### config.mk
export PLATFORM = sky130hd
export DESIGN_NAME = smr_top
export DESIGN_NICKNAME = d
export VERILOG_FILES = /design/src/common/smr_pkg.sv /design/src/rtl/smr_minicache.sv /design/src/rtl/smr_top.sv
export SDC_FILE = /design/constraint.sdc
export NUM_CORES = 1
export LEC_CHECK = 0
export ABC_CLOCK_PERIOD_IN_PS = 22600
export BUFFER_PORTS_ARGS = -buffer_cell sky130_fd_sc_hd__clkbuf_2
export CELL_PAD_IN_SITES_DETAIL_PLACEMENT = 1
export CELL_PAD_IN_SITES_GLOBAL_PLACEMENT = 1
export CORE_MARGIN = 2
export CORE_UTILIZATION = 45
export DETAILED_ROUTE_END_ITERATION = 16
export GPL_ROUTABILITY_DRIVEN = 0
export PLACE_DENSITY = 0.83
export SLEW_MARGIN = 25
export SYNTH_ARGS = -nofsm -noshare
export SYNTH_HDL_FRONTEND = slang
export SYNTH_SLANG_ARGS = --single-unit
### constraint.sdc
create_clock -name sys_clk -period 22.6 [get_ports sys_clk]
set_clock_uncertainty 0.1 [all_clocks]
set_input_delay 2.26 -clock sys_clk [delete_from_list [all_inputs] [get_ports sys_clk]]
set_output_delay 2.26 -clock sys_clk [all_outputs]
set_load 0.01 [all_outputs]
### src/common/smr_pkg.sv
/*
 * Constants and types shared by the software memory miss resource pair.
 * Assumes a core that sends set-control commands on the same clock as the block.
 */
`default_nettype none
package smr_pkg;

    // Resource selectors: one resource for read misses, one for write misses.
    localparam logic       res_read_miss               = 1'h0;
    localparam logic       res_write_miss              = 1'h1;

    // Mode bits understood by the set-control instruction.
    localparam logic [15:0] inuse_mode                 = 16'h0000;
    localparam logic [15:0] ie_mode                    = 16'h0002;
    localparam logic [15:0] run_mode                   = 16'h0007;

    // Values carried with the mode bits.
    localparam logic [31:0] sw_memory_enable_value     = 32'h0000_0001;
    localparam logic [31:0] sw_memory_disable_value    = 32'h0000_0000;
    localparam logic [31:0] signal_as_event_setting    = 32'h0000_0000;
    localparam logic [31:0] signal_as_interrupt_setting = 32'h0000_0001;
    localparam logic [31:0] miss_serviced_command      = 32'h0000_0001;

    // Reset values of the per-resource controls.
    localparam logic [1:0] enable_reset                = 2'h0;
    localparam logic [1:0] ie_irq_reset                = 2'h0;

    // Word addressing inside the mini-cache.
    localparam int         word_offset_bits            = 2;

    typedef enum logic [1:0] {
        st_idle,
        st_wait,
        st_complete
    } smr_fsm_type;

endpackage : smr_pkg

`default_nettype wire

### src/rtl/smr_minicache.sv
/*
 * Direct-mapped, word-wide mini-cache holding the software memory contents.
 * Assumes one writer per cycle; the caller merges fills and stores.
 */
`timescale 1ns/1ps
`default_nettype none

module smr_minicache #(
    parameter int AW    = 32,
    parameter int DW    = 32,
    parameter int LINES = 8
) (
    // Clock and reset
    input  wire logic          sys_clk,
    input  wire logic          rst,
    // Lookup
    input  wire logic [AW-1:0] look_addr,
    output logic               look_hit,
    output logic [DW-1:0]      look_data,
    // Write or fill
    input  wire logic          wr_en,
    input  wire logic [AW-1:0] wr_addr,
    input  wire logic [DW-1:0] wr_data
);
    localparam int IW   = $clog2(LINES);
    localparam int TAGW = AW - IW - smr_pkg::word_offset_bits;

    generate
        if (LINES < 2 || (1 << IW) != LINES || TAGW < 1) begin : g_bad
            $error("smr_minicache: LINES must be a power of two that fits the address");
        end
    endgenerate

    typedef struct packed {
        logic [LINES-1:0]           valid;
        logic [LINES-1:0][TAGW-1:0] tag;
        logic [LINES-1:0][DW-1:0]   data;
    } smr_mc_state_type;

    smr_mc_state_type st_q;
    smr_mc_state_type st_d;

    logic [IW-1:0]   look_idx;
    logic [TAGW-1:0] look_tag;
    logic [IW-1:0]   wr_idx;
    logic [TAGW-1:0] wr_tag;

    assign look_idx  = look_addr[smr_pkg::word_offset_bits +: IW];
    assign look_tag  = look_addr[AW-1 -: TAGW];
    assign wr_idx    = wr_addr[smr_pkg::word_offset_bits +: IW];
    assign wr_tag    = wr_addr[AW-1 -: TAGW];
    assign look_hit  = st_q.valid[look_idx] && (st_q.tag[look_idx] == look_tag);
    assign look_data = st_q.data[look_idx];

    always_comb begin
        st_d = st_q;
        // A write always allocates, so a serviced store lands in the cache.
        if (wr_en) begin
            st_d.valid[wr_idx] = 1'b1;
            st_d.tag[wr_idx]   = wr_tag;
            st_d.data[wr_idx]  = wr_data;
        end
    end

    always_ff @(posedge sys_clk or posedge rst) begin
        if (rst) begin
            st_q <= '0;
        end else begin
            st_q <= st_d;
        end
    end

endmodule : smr_minicache

`default_nettype wire

### src/rtl/smr_top.sv
/*
 * Software memory miss handling for one tile: a read miss and a write miss
 * resource sharing one mini-cache, configured by set-control commands.
 * Assumes the core, its accesses and its commands run on sys_clk.
 */
`timescale 1ns/1ps
`default_nettype none

module smr_top #(
    parameter int          AW         = 32,
    parameter int          DW         = 32,
    parameter int          LINES      = 8,
    parameter logic [31:0] SPACE_BASE = 32'h8000_0000,
    parameter logic [31:0] SPACE_MASK = 32'hC000_0000
) (
    // Clock and reset
    input  wire logic          sys_clk,
    input  wire logic          rst,
    // Set-control commands from the core
    input  wire logic          ctl_valid,
    input  wire logic          ctl_res,
    input  wire logic [15:0]   ctl_mode,
    input  wire logic [31:0]   ctl_value,
    // Memory access from the core
    input  wire logic          acc_valid,
    input  wire logic          acc_write,
    input  wire logic [AW-1:0] acc_addr,
    input  wire logic [DW-1:0] acc_wdata,
    output logic               acc_ready,
    output logic               acc_done,
    output logic [DW-1:0]      acc_rdata,
    // Fill path used by the servicing software
    input  wire logic          fill_valid,
    input  wire logic [AW-1:0] fill_addr,
    input  wire logic [DW-1:0] fill_data,
    // Miss signalling, index 0 read resource, index 1 write resource
    output logic [1:0]         miss_event,
    output logic [1:0]         miss_irq,
    output logic [AW-1:0]      miss_addr,
    // Accesses outside the software memory path
    output logic               pass_req,
    output logic               pass_write,
    output logic [AW-1:0]      pass_addr,
    output logic [DW-1:0]      pass_wdata
);
    generate
        if (AW != 32) begin : g_bad_aw
            $error("smr_top: the address space window needs AW of 32");
        end
    endgenerate

    typedef struct packed {
        smr_pkg::smr_fsm_type state;
        logic [1:0]           enable;
        logic [1:0]           ie_irq;
        logic                 pend_write;
        logic [AW-1:0]        addr;
        logic [DW-1:0]        wdata;
        logic                 ready;
        logic                 done;
        logic [DW-1:0]        rdata;
        logic [1:0]           sig_event;
        logic [1:0]           sig_irq;
        logic                 pass_req;
        logic                 pass_write;
        logic [AW-1:0]        pass_addr;
        logic [DW-1:0]        pass_wdata;
    } smr_top_state_type;

    smr_top_state_type st_q;
    smr_top_state_type st_d;

    logic          accept;
    logic          in_space;
    logic          sel;
    logic          svc;
    logic          look_hit;
    logic [DW-1:0] look_data;
    logic [AW-1:0] look_addr;
    logic          wr_en;
    logic [AW-1:0] wr_addr;
    logic [DW-1:0] wr_data;

    assign accept   = acc_valid && st_q.ready && (st_q.state == smr_pkg::st_idle);
    assign in_space = (acc_addr & SPACE_MASK) == SPACE_BASE;
    assign sel      = in_space && st_q.enable[acc_write];
    assign svc      = ctl_valid && (ctl_mode == smr_pkg::run_mode)
                      && (ctl_value == smr_pkg::miss_serviced_command);
    assign look_addr = (st_q.state == smr_pkg::st_idle) ? acc_addr : st_q.addr;

    smr_minicache #(
        .AW    (AW),
        .DW    (DW),
        .LINES (LINES)
    ) u_cache (
        .sys_clk   (sys_clk),
        .rst       (rst),
        .look_addr (look_addr),
        .look_hit  (look_hit),
        .look_data (look_data),
        .wr_en     (wr_en),
        .wr_addr   (wr_addr),
        .wr_data   (wr_data)
    );

    always_comb begin
        st_d          = st_q;
        st_d.done     = 1'b0;
        st_d.pass_req = 1'b0;
        wr_en         = fill_valid;
        wr_addr       = fill_addr;
        wr_data       = fill_data;
        // Each resource keeps its own controls.
        for (int r = 0; r < 2; r++) begin
            if (ctl_valid && (ctl_res == r[0])) begin
                if (ctl_mode == smr_pkg::inuse_mode) begin
                    if (ctl_value == smr_pkg::sw_memory_enable_value) begin
                        st_d.enable[r] = 1'b1;
                    end else if (ctl_value == smr_pkg::sw_memory_disable_value) begin
                        st_d.enable[r] = 1'b0;
                    end
                end
                if (ctl_mode == smr_pkg::ie_mode) begin
                    if (ctl_value == smr_pkg::signal_as_interrupt_setting) begin
                        st_d.ie_irq[r] = 1'b1;
                    end else if (ctl_value == smr_pkg::signal_as_event_setting) begin
                        st_d.ie_irq[r] = 1'b0;
                    end
                end
            end
        end
        case (st_q.state)
            smr_pkg::st_idle: begin
                if (accept) begin
                    if (!sel) begin
                        st_d.pass_req   = 1'b1;
                        st_d.pass_write = acc_write;
                        st_d.pass_addr  = acc_addr;
                        st_d.pass_wdata = acc_wdata;
                    end else if (look_hit) begin
                        wr_en      = acc_write;
                        wr_addr    = acc_addr;
                        wr_data    = acc_wdata;
                        st_d.done  = 1'b1;
                        st_d.rdata = acc_write ? st_q.rdata : look_data;
                    end else begin
                        st_d.state      = smr_pkg::st_wait;
                        st_d.pend_write = acc_write;
                        st_d.addr       = acc_addr;
                        st_d.wdata      = acc_wdata;
                    end
                end
            end
            smr_pkg::st_wait: begin
                // Held until the owning resource is serviced.
                if (svc && (ctl_res == st_q.pend_write)) begin
                    st_d.state = smr_pkg::st_complete;
                end
            end
            smr_pkg::st_complete: begin
                if (st_q.pend_write) begin
                    wr_en   = 1'b1;
                    wr_addr = st_q.addr;
                    wr_data = st_q.wdata;
                end else begin
                    st_d.rdata = look_data;
                end
                st_d.done  = 1'b1;
                st_d.state = smr_pkg::st_idle;
            end
            default: begin
                st_d.state = smr_pkg::st_idle;
            end
        endcase
        // The miss level follows the current mode so a mode change while pending takes effect.
        for (int r = 0; r < 2; r++) begin
            st_d.sig_event[r] = (st_d.state == smr_pkg::st_wait)
                                && (st_d.pend_write == r[0]) && !st_d.ie_irq[r];
            st_d.sig_irq[r]   = (st_d.state == smr_pkg::st_wait)
                                && (st_d.pend_write == r[0]) && st_d.ie_irq[r];
        end
        st_d.ready = (st_d.state == smr_pkg::st_idle);
    end

    always_ff @(posedge sys_clk or posedge rst) begin
        if (rst) begin
            st_q        <= '0;
            st_q.enable <= smr_pkg::enable_reset;
            st_q.ie_irq <= smr_pkg::ie_irq_reset;
        end else begin
            st_q <= st_d;
        end
    end

    assign acc_ready  = st_q.ready;
    assign acc_done   = st_q.done;
    assign acc_rdata  = st_q.rdata;
    assign miss_event = st_q.sig_event;
    assign miss_irq   = st_q.sig_irq;
    assign miss_addr  = st_q.addr;
    assign pass_req   = st_q.pass_req;
    assign pass_write = st_q.pass_write;
    assign pass_addr  = st_q.pass_addr;
    assign pass_wdata = st_q.pass_wdata;
endmodule : smr_top

`default_nettype wire

After elaboration in Yosys (flattened, before gate mapping):

Cells that the tools add are included.

* flip-flop bits (word level): 655
* latch bits: 0
* bits in writable memories: 0
* bits in read-only memories: 0
* input port bits: 183
* output and inout bits: 136
* word-level logic and storage cells: 145
* memories: 0

* add/sub/neg operators: 0
* multipliers: 0
* divide/modulo/power cells: 0
* magnitude comparators: 4
* eq/ne operators: 14
* shift operators: 0
* multiplexer cells: 60
* bitwise operators: 5
* reductions and logical operators: 29

Operators by type and width (number)
* $mux W32: 13
* $mux W65: 4
* $bwmux W256: 1
* $bwmux W216: 1
* $mux W66: 3
* $pmux W32 S2: 2
* $mux W33: 3
* $bmux W32 S3: 1
* $demux W32 S3: 1
* $bmux W27 S3: 1
* $demux W27 S3: 1
* $pmux W33 S2: 1
* $mux W27: 2
* $eq A32 B1 Y1 const B: 1
* $logic_not A32 Y1: 1
* $eq A27 B27 Y1: 1
* $mux W1: 18
* $eq A16 B2 Y1 const B: 1
* $eq A16 B3 Y1 const B: 1
* $logic_and A1 B1 Y1: 16
* $logic_not A16 Y1: 1
* $ne A2 B2 Y1 const B: 5
* $reduce_and A3 Y1: 3
* $lt A3 B4 Y1 const B: 2
* 17 further kinds: 28

Depth between registers and ports, before layout:

Gate-level depths: netlist of run 1.

* depth after elaboration: 15
* depth in mapped cells: 18
* gate-level depth less buffers: 11

Modules after synthesis:

Synthesis of run 1 repeated with hierarchy kept, for this count alone.

* cell total of the unflattened synthesis: 2208
* area total of the unflattened synthesis: 31126.1 µm²

By module, submodules not included
* smr_minicache: times used 1, cells an instance 1390, area an instance 21794.7 µm², seq. area each 12011.5 µm²
* smr_top: times used 1, cells an instance 818, area an instance 9331.4 µm², seq. area each 4379.2 µm²

Worst setup path before layout of run 1:

No wires, ideal clock.

* path type: input -> register
* start point: input port acc_addr[2]
* end point: register u_cache.st_q[415] in the netlist's numbering
* setup time: 0.125 ns
* data arrival time: 5.820 ns
* required time: 22.375 ns
* slack: 16.555 ns
* cell stages on the path: 15
* buffers on the path: 4
* cells stage by stage: buf_4 or3b_1 nand2_2 buf_6 mux2_1 o22ai_1 or4_1 a221o_1 nor4_2 and3_1 buf_4 mux2_2 nor3_2 buf_2 mux2_2

* longest elaborated chain between the ends: 14
* elaborated cells on any way between the ends: 21
* those cells by class: order compare (2); eq/ne (1); mux (16); reduce/logical (2)

Ends and longest elaborated chain
* start: declaration: RTL line smr_top.sv:27 `input wire logic [AW-1:0] acc_addr,`
* $mux W32: RTL line smr_top.sv:89 `assign look_addr = (st_q.state == smr_pkg::st_idle) ? acc_addr : st_q.addr;`
* $bmux W27 S3: RTL line smr_minicache.sv:52 `assign look_hit = st_q.valid[look_idx] && (st_q.tag[look_idx] == look_tag);`
* $mux W27 (implied by the code): RTL line smr_minicache.sv:52
* $eq A27 B27 Y1: RTL line smr_minicache.sv:52
* $logic_and A1 B1 Y1: RTL line smr_minicache.sv:52
* $mux W32: RTL line smr_top.sv:140 `end else if (look_hit) begin`
* $mux W32: RTL line smr_top.sv:135 `if (!sel) begin`
* $mux W32: RTL line smr_top.sv:134 `if (accept) begin`
* $pmux W32 S2: RTL line smr_top.sv:132 `case (st_q.state)`
* $lt A3 B4 Y1 (implied by the code) or $ge A3 B1 Y1 (tied branches): RTL line smr_minicache.sv:60 `st_d.tag[wr_idx] = wr_tag;`
* $logic_and A1 B1 Y1 (implied by the code): RTL line smr_minicache.sv:60
* $mux W27 (implied by the code): RTL line smr_minicache.sv:60
* $demux W27 S3
* $bwmux W216: RTL line smr_minicache.sv:60
* end signal: assignment: RTL line smr_minicache.sv:69 `st_q <= st_d;`
* end: declaration: RTL line smr_minicache.sv:40 `smr_mc_state_type st_q;`

Several ways; a longest one is shown, not always the timed one. The select of a mux whose other input is x is not followed.
A chain may end at the register's enable or synchronous reset.

Final worst setup path of run 1:

* start point: input port acc_addr[2]
* end point: register u_cache.st_q[303] in the netlist's numbering

The elaborated chain is that of the path after synthesis.

==> results of run 1 <==
[stage by stage]
step,setup WS (ns),instances,hold slack (ns)
floorplan,1.886,3004,0.3346
global placement,11.68,3989,0.3514
detailed placement,11.47,3989,0.3571
CTS,12.11,4121,0.3731
global route,11.93,4123,0.3860
finish,12.10,4125,0.3718
[worst paths after layout]
kind / start / endpoint / slack, ns / depth (start not counted)
worst max register to register: st_q[173] / u_cache.st_q[303] / 13.58 / 14
worst min register to register: pass_addr[16] / pass_addr[16] / 0.37 / 2
min in group asynchronous: rst / st_q[169] / 1.60 / 2
worst min-delay path: pass_addr[16] / pass_addr[16] / 0.37 / 2
max in group asynchronous: rst / u_cache.st_q[90] / 17.82 / 5
worst max-delay path: acc_addr[2] / u_cache.st_q[303] / 12.10 / 14
[worst max-delay path, cell delays in order]
cell	delay (ns)
buf_4	0.41
or3b_1	0.78
nand2_4	0.86
buf_4	0.86
mux2_2	0.33
o22ai_1	0.10
or4_1	0.56
a221o_1	0.39
nor4_2	0.50
and3_4	0.99
mux2_2	0.53
nor3_4	0.88
buf_4	0.84
mux2_2	0.42
[kinds of logic after synthesis]
group | after synthesis | share of synthesized area
mux | 742 | 0.2484
xor+xnor | 17 | 0.004528
buf+inv | 403 | 0.06911
compound gates | 325 | 0.06431
simple gates | 862 | 0.1152
flops | 655 | 0.4985
[power by group]
part           switching (uW)  total (uW)  leakage [uW]  internal [uW]
Combinational             253         486       0.00808            233
Sequential                121        1490       0.00802           1370
Clock                     499        1230       0.00124            729
[registers in the layout, indices dropped and copies added (netlist names)]
register / cells
pass_write: 1
st_q: 39
acc_done: 1
miss_addr: 32
acc_ready: 1
pass_req: 1
u_cache.st_q: 480
pass_addr: 32
miss_irq: 2
acc_rdata: 32
miss_event: 2
pass_wdata: 32
[cell type report]
cell class              instances  area [um2]  area share
flip-flops and latches        655       16390      0.4473
multi-input cells            1946       14330      0.3910
clock buffers                 111        2273     0.06202
repair buffers                360        1961     0.05349
well taps                     959        1200     0.03273
inverters                      71       279.0    0.007612
clock inverters                21       209.0    0.005700
diodes                          2       5.005   0.0001365
[metal layers]
layer | routed length (um) | vias up | track usage | part of all wire
li1 | - | 10550 | - | -
met1 | 41590 | 12560 | 0.3343 | 0.42
met2 | 50890 | 593 | 0.4684 | 0.51
met3 | 4323 | 174 | 0.03801 | 0.043
met4 | 2929 | 0 | 0.09511 | 0.029
met5 | 0 | - | 0 | 0
[synthesized netlist by cell type (all sizes together), types with 5 or more instances]
library cell	number
nor3	24
nand2b	10
a21oi	36
a22oi	61
o22ai	8
or2	7
buf	244
mux2	591
o21a	5
dfrtp	655
o21ai	127
a211oi	11
nand2	508
nor4	15
clkbuf	88
mux2i	151
or4	5
a221o	5
inv	71
nor2	70
and2	13
o211ai	10
xnor2	13
and3	17
o2111ai	7
nor2b	8
o32ai	24
nand3	165
==> summary.txt, run 1 <==
Synth
  – Yosys top cell by area: dfrtp_1
  – Yosys cell types: 66
  – Register area share after synthesis: 0.4985
  – Post-synthesis register bit count: about 660
  – Post-Synthesis Cells: between 3,000 and 4,000
  – Post-synth EDFFs: 0
  – Ys async rst share: 1.000
  – Synth area leaders: dfrtp_1 (50%), mux2_2 (13%), mux2_1 (7.7%)
  – Net Count, Synth: 3,187
  – Yosys warns: 0
  – Syn avg cell area: approximately 11 um2
  – Top cell type's share of synthesized area: 0.4985
  – Primary FF master, synth: dfrtp_1
  – Mapped cell area: 0.03288 mm2

Floorplan
  – Starting Density: 0.4530
  – Core area: between 0.07 and 0.08 mm2
  – Chip Width: 274.3 um
  – Row count: 99
  – Die height: 274.3 um
  – Ports: about 320
  – Die ar.: 0.07524 mm2

Drt
  – Remaining DRCs: 0
  – WL per Instance: about 24 um
  – Drt pass-1 iters: 5
  – DR vias: 23,880
  – WL final: 99,740 um
  – DRT antenna net count: 0
  – Avg Vias per Cell: roughly 5.8
  – DR iter-0 viols: around 1,600

Final layout
  – Fill cells: roughly 7,900
  – Commonest cells after routing, fill and taps aside: dfrtp_1 (654), nand2_1 (506), mux2_2 (366)
  – Post-route cell area: ~0.037 mm2
  – Area Overhead vs Synth: 11.49%
  – Layout cells sized above 1: 0.2784
  – Core Util, Final: 0.5050
  – Most common cell after layout, fill and taps aside: dfrtp_1
  – NumNets Final: 3,290

STA
  – Final setup fails: 0
  – Rel. slew slack: 0.2703
  – Pins Over Slew Limit: 0
  – Count of final hold-check violations: 0
  – Shortest period the worst path allows: around 10 ns
  – Slew @ Worst Pin: between 1 and 1.5 ns
  – Crit share post-route: 0.4644
  – Unrepaired setup endpoints after global routing: false
  – Fin Setup TNS: 0 ns
  – Fmax: around 95 MHz

Clocking
  – Clk buf depth: 3
  – CTS buffer count: 73
  – Post-cts gate resize count: 0
  – Hold-fix buffers at CTS: 0
  – Clk root buf: clkbuf_16
  – H-Tree Depth: 3
  – CTS clock-pin slew for the worst setup and hold paths: ~0.060 ns
  – # Post-CTS Setup Buffers: 0
  – Sinks on the clock net: about 660
  – CTS tree: yes
  – Clock Latency Late Sink: approximately 0.63 ns

Run
  – Max-Cap Viols: 0

Setup path
  – Worst Setup Start Kind: input pin
  – Worst Setup End Kind: flop
  – Critical Path RT: between 20 and 25 ns
  – Crit Path Max Fanout: 77
  – Critical path class: in2reg
  – Critical path arrival: 10.89 ns

Global route
  – Total gr overflow: 0
  – Vias in the first global route: 26,150
  – First-pass GRT wire length: roughly 160,000 um
  – Initial antenna violation count: 0
  – GR Util All Layers: 0.2666
  – Largest net degree at the start of global routing: between 100 and 150

Pwr
  – Max VDD drop: slightly below 0.05 mV
  – P per Cell Area: 87.48 mW/mm2
  – Leak Pwr: 0.01734 uW
  – Tot Pwr: between 3000 and 4000 uW

Place
  – Post-DP HPWL: ~60,000 um
  – PortBufs: approximately 320
  – Area after DPL: 0.03410 mm2

Min path
  – Tightest Hold Check Type: reg2reg

Status
  – Status: complete, no violations
Note: power is estimated with default switching activity, not from simulation.
==> run 2: changes to the inputs <==
- ABC_CLOCK_PERIOD_IN_PS: 22600 -> 10700
- clock period: 22.6 -> 10.7 ns (I/O delays scaled with it)
==> run 2 against run 1 <==
Effect of this change:
- routed wire length decreased by 0.86%
- sequential power increased by 110%
- worst setup slack got worse by 9.1 ns
- core utilization down 0.12 points
- sequential share of layout area rose by 0.10 points
- final cell count decreased by 0.39%
- largest power group unchanged
- largest cell class unchanged
- combinational power up 110%
- worst hold slack lost 0.012 ns
- power increased by 110%
- clock power grew 110%
- non-clock buffer count decreased by 3
==> summary.txt, run 2 (synthesis results as in run 1) <==
Floorplan
  – Die ar.: 0.07524 mm2 (unchanged)
  – Core area: 0.07259 mm2 (unchanged)
  – Ports: 319 (unchanged)
  – Starting Density: 0.4530 (unchanged)
  – Die height: 274.3 um (unchanged)
  – Chip Width: 274.3 um (unchanged)
  – Row count: 99 (unchanged)

STA
  – Pins Over Slew Limit: 0 (unchanged)
  – Rel. slew slack: 0.2986 (+0.02830)
  – Slew @ Worst Pin: 1.052 ns (-0.04245 ns)
  – Fin Setup TNS: 0 ns (unchanged)
  – Crit share post-route: 0.7204
  – Shortest period the worst path allows: between 7 and 8 ns
  – Fmax: approximately 130 MHz
  – Count of final hold-check violations: 0 (unchanged)
  – Unrepaired setup endpoints after global routing: false
  – Final setup fails: 0 (unchanged)

Drt
  – Avg Vias per Cell: 5.831 (+0.74%)
  – Drt pass-1 iters: 6 (+1)
  – WL final: 98,880 um (-0.86%)
  – DR iter-0 viols: 1,722 (+4.4%)
  – DRT antenna net count: 0 (unchanged)
  – Remaining DRCs: 0 (unchanged)
  – WL per Instance: 24.06 um (-0.48%)
  – DR vias: 23,960 (+0.35%)

Clocking
  – H-Tree Depth: 3 (unchanged)
  – CTS buffer count: 74 (+1.4%)
  – Hold-fix buffers at CTS: 0 (unchanged)
  – Clock Latency Late Sink: 0.62 ns (about the same)
  – CTS clock-pin slew for the worst setup and hold paths: 0.06 ns (about the same)
  – Clk root buf: clkbuf_16
  – CTS tree: yes
  – Clk buf depth: 3 (unchanged)
  – Post-cts gate resize count: 0 (unchanged)
  – # Post-CTS Setup Buffers: 0 (unchanged)
  – Sinks on the clock net: 655 (unchanged)

Final layout
  – Antenna Diode Count: 0 (-2)
  – NumNets Final: 3,288 (-0.061%)
  – Top reg by flops: u_cache.st_q
  – Fill cells: 7,876 (+0.051%)
  – Commonest cells after routing, fill and taps aside: dfrtp_1 (654), nand2_1 (506), mux2_2 (366)
  – Number of flip-flops under the largest register name: 480 (unchanged)
  – Most common cell after layout, fill and taps aside: dfrtp_1
  – Core Util, Final: 0.5038 (-0.001207)
  – Area Overhead vs Synth: 11.22%
  – Layout cells sized above 1: 0.2740 (-0.004477)
  – Largest regs: u_cache.st_q x480, st_q x39

Setup path
  – Critical path class: in2reg
  – Reg2reg path depth: 13 (-1)
  – Crit Path Max Fanout: 69 (-10%)
  – Worst R2R Setup Slack: 3.01 ns (-10.57 ns)
  – Critical path arrival: 8.08 ns (-2.81 ns)
  – Worst Setup End Kind: flop
  – Critical Path RT: 11.08 ns (-11.91 ns)
  – Worst R2R Start: st_q[174]
  – Reg2Reg Capture Point: u_cache.st_q[319]
  – Worst Setup Start Kind: input pin

Run
  – Max-Cap Viols: 0 (unchanged)

Global route
  – Initial antenna violation count: 1 (+1)
  – GR Util All Layers: 0.2653 (-0.001323)
  – First-pass GRT wire length: 155,300 um (+0.16%)
  – Vias in the first global route: 26,480 (+1.3%)
  – Total gr overflow: 0 (unchanged)
  – Largest net degree at the start of global routing: 171 (+24%)

Place
  – PortBufs: 316 (unchanged)
  – Post-DP HPWL: 59,170 um (-1.1%)

Min path
  – Tightest Hold Check Type: in2async

Pwr
  – P per Cell Area: 184.4 mW/mm2 (+110%)
  – Max VDD drop: 0.1150 mV (+130%)
  – Leak Pwr: 0.01726 uW (-0.46%)

Status
  – Status: complete, no violations
[run 2: per-stage QoR]
step / cells / hold slack (ns) / total power [uW] / setup WS, ns / area, um2
floorplan: 3004 / 0.3346 / 3878 / 0.5775 / 32880
global placement: 3988 / 0.3512 / 4088 / 2.630 / 34180
detailed placement: 3988 / 0.3522 / 4184 / 2.484 / 34180
CTS: 4109 / 0.3519 / 6783 / 3.067 / 36560
global route: 4109 / 0.3862 / 7032 / 2.720 / 36570
finish: 4109 / 0.3597 / 6742 / 2.992 / 36570
[run 2: metal layers]
layer  track usage  vias up  share of wire
met5             0        -        0.00013
met4        0.1101        2          0.036
met3       0.04020      214          0.046
met2        0.4591      625           0.51
met1        0.3309    12600           0.41
li1              -    10530              -
[run 2: final cells by class]
cell class | count | area (um2) | area share
Clock inverter | 17 | 274.0 | 0.007493
Multi-Input combinational cell | 1946 | 14360 | 0.3926
Sequential cell | 655 | 16390 | 0.4483
Clock buffer | 104 | 2106 | 0.05759
Timing Repair Buffer | 357 | 1971 | 0.05389
Inverter | 71 | 270.3 | 0.007391
Tap cell | 959 | 1200 | 0.03281
[run 2: how the worst max path moves through the flow]
stage	start	to	slack, ns	depth (start not counted)
after floorplan	rst	acc_done	0.58	1
after global placement	acc_addr[2]	u_cache.st_q[129]	2.63	13
after detailed placement	acc_addr[2]	u_cache.st_q[161]	2.48	13
after CTS	st_q[174]	u_cache.st_q[161]	3.07	13
after global routing	st_q[174]	u_cache.st_q[406]	2.72	13
final	acc_addr[2]	u_cache.st_q[319]	2.99	13
[run 2: critical path, stage by stage]
cell and delay [ns]:
buf_4 0.32, or3b_1 0.77, nand2_4 0.83, mux2_2 0.43, o22ai_1 0.33, o21ai_0 0.21, a221o_1 0.43, nor4_2 0.58
and3_4 0.70, buf_4 0.53, o21a_4 0.85, o21ai_1 0.47, mux2_1 0.44
[run 2: power breakdown]
group	switching, uW	internal [uW]	total (uW)
Clock	1040	1530	2570
Sequential	253	2900	3150
Combinational	530	492	1020
==> run 3: changes to the inputs <==
- ABC_CLOCK_PERIOD_IN_PS: 10700 -> 6350
- CORE_UTILIZATION: 45 -> 43
- PLACE_DENSITY: 0.83 -> 0.84
- clock period: 10.7 -> 6.35 ns (I/O delays scaled with it)
==> run 3 against run 2 <==
Effect of this change:
- combinational power grew 72%
- register-to-register slack got worse by 2.8 ns
- power increased by 69%
- non-clock buffer count grew 21
- final cell count grew 1.3%
- die area rose by 4.6%
- sequential share of layout area fell by 0.47 points
- clock power is 68% higher
- first-iteration DRC count is 8.7% higher
==> summary.txt, run 3 (synthesis results as in run 1) <==
Clocking
  – H-Tree Depth: 3 (unchanged)
  – Clock Latency Late Sink: 0.63 ns (about the same)
  – CTS tree: yes
  – Clk root buf: clkbuf_16
  – # Post-CTS Setup Buffers: 0 (unchanged)
  – CTS clock-pin slew for the worst setup and hold paths: 0.07 ns (about the same)
  – Post-cts gate resize count: 0 (unchanged)
  – Hold-fix buffers at CTS: 0 (unchanged)
  – CTS buffer count: 74 (unchanged)
  – Sinks on the clock net: 655 (unchanged)
  – Clk buf depth: 3 (unchanged)

Drt
  – DR vias: 24,050 (+0.38%)
  – DRT antenna net count: 0 (unchanged)
  – WL final: 100,500 um (+1.7%)
  – Drt pass-1 iters: 5 (-1)
  – DR iter-0 viols: 1,871 (+8.7%)
  – Remaining DRCs: 0 (unchanged)
  – WL per Instance: 24.16 um (+0.39%)
  – Avg Vias per Cell: 5.781 (-0.87%)

Final layout
  – Largest regs: u_cache.st_q x480, st_q x39
  – Area Overhead vs Synth: 12.39%
  – Layout cells sized above 1: 0.2803 (+0.006359)
  – Most common cell after layout, fill and taps aside: dfrtp_1
  – Commonest cells after routing, fill and taps aside: dfrtp_1 (654), nand2_1 (506), mux2_2 (366)
  – Number of flip-flops under the largest register name: 480 (unchanged)
  – Top reg by flops: u_cache.st_q
  – NumNets Final: 3,309 (+0.64%)
  – Core Util, Final: 0.4873 (-0.01643)
  – Fill cells: 8,168 (+3.7%)

Floorplan
  – Starting Density: 0.4336 (-0.01933)
  – Row count: 101 (+2.0%)
  – Die height: 280.5 um (+2.3%)
  – Ports: 319 (unchanged)
  – Core area: 0.07582 mm2 (+4.5%)
  – Chip Width: 280.5 um (+2.3%)
  – Die ar.: 0.07869 mm2 (+4.6%)

Global route
  – Initial antenna violation count: 2 (+1)
  – First-pass GRT wire length: 156,600 um (+0.90%)
  – Total gr overflow: 0 (unchanged)
  – GR Util All Layers: 0.2560 (-0.009270)
  – Vias in the first global route: 26,700 (+0.83%)
  – Largest net degree at the start of global routing: 157 (-8.2%)

Pwr
  – Max VDD drop: 0.1951 mV (+70%)
  – P per Cell Area: 308.3 mW/mm2 (+67%)
  – Leak Pwr: 0.01746 uW (+1.2%)

STA
  – Hold_ws: 0.1168 ns (-0.2430 ns)
  – Fmax: about 160 MHz
  – Shortest period the worst path allows: around 6.1 ns
  – Rel. slew slack: 0.3585 (+0.05990)
  – Unrepaired setup endpoints after global routing: false
  – Pins Over Slew Limit: 0 (unchanged)
  – Final setup fails: 0 (unchanged)
  – Count of final hold-check violations: 0 (unchanged)
  – Slew @ Worst Pin: 0.9602 ns (-0.09187 ns)
  – Crit share post-route: 0.9624

Setup path
  – Worst R2R Start: st_q[174]
  – Worst R2R Setup Slack: 0.24 ns (-2.77 ns)
  – Reg2Reg Capture Point: u_cache.st_q[221]
  – Critical Path RT: 6.73 ns (-4.35 ns)
  – CP max stage delay: 0.69 ns (-0.16 ns)
  – Critical path arrival: 6.50 ns (-1.58 ns)
  – Worst Setup Start Kind: flop
  – Reg2reg path depth: 14 (+1)
  – Worst Setup End Kind: flop
  – Worst path cell trace: buf_4, or3b_1, nand2_2, buf_4, a21oi_1, a22oi_1, a21oi_1, nor4_1, and4_1, and3_4, mux2i_1, a21o_4, buf_12, mux2_1
  – Crit Path Max Fanout: 38 (-45%)
  – Critical path class: reg2reg
  – Highest-delay cell along the critical path: dfrtp_1

Run
  – Max-Cap Viols: 0 (unchanged)

Place
  – Post-DP HPWL: 62,250 um (+5.2%)
  – PortBufs: 316 (unchanged)

Status
  – Status: complete, no violations

Min path
  – Tightest Hold Check Type: in2async
run 3: cell types whose count changed in the layout (fill, tap and decap cells not counted), moves of 2 or more:
cell	before	now
buf_4	35	43
clkinv_8	0	2
clkinv_2	6	14
buf_12	6	20
clkbuf_8	12	16
bufinv_16	7	4
run 3: critical path: cells and delay by family, from the launching register on:
kind,cells,cell delay [ns]
flops,1,0.69
buf+inv,3,1.11
mux,2,1.01
simple gates,5,1.89
compound gates,4,1.13
run 3: how the worst max path moves through the flow:
stage | depth (start not counted) | start | endpoint
2_1_floorplan | 1 | rst | acc_done
3_3_place_gp | 13 | acc_addr[4] | u_cache.st_q[338]
3_5_place_dp | 14 | st_q[174] | u_cache.st_q[348]
4_1_cts | 14 | st_q[174] | u_cache.st_q[433]
5_1_grt | 14 | st_q[174] | u_cache.st_q[221]
6_report | 14 | st_q[174] | u_cache.st_q[221]
run 3: area by class of cell:
type	count	area (um2)	share of cell area
diodes	1	2.502	0.00006772
clock buffers	109	2165	0.05858
clock inverters	23	262.8	0.007111
inverters	71	271.5	0.007348
multi-input cells	1946	14340	0.3879
flip-flops and latches	655	16390	0.4436
well taps	978	1224	0.03312
repair buffers	378	2300	0.06224
run 3: power breakdown:
| group | leakage, uW | internal, uW | switching [uW] |
|---|---|---|---|
| combinational | 0.00823 | 838 | 908 |
| sequential | 0.00802 | 4880 | 439 |
| clock | 0.00120 | 2530 | 1790 |
run 3: stage by stage:
stage / worst slack [ns] / instances / setup TNS (ns) / area, um2 / total power, uW
floorplan: -3.338 / 3004 / -2186.09 / 32880 / 6535
global placement: 0.7295 / 4028 / 0 / 34520 / 6904
detailed placement: 0.5013 / 4028 / 0 / 34520 / 7085
CTS: 0.3107 / 4160 / 0 / 36950 / 11460
global route: 0.06327 / 4161 / 0 / 36950 / 11880
finish: 0.2386 / 4161 / 0 / 36950 / 11390
run 3: metal layers:
layer  global-route usage  part of all wire  vias to the layer above
li1                     -                 -                    10560
met1               0.3167              0.41                    12660
met4              0.09338             0.030                        2
met3              0.04072             0.046                      185
met5                    0           0.00013                        -
met2               0.4502              0.51                      642
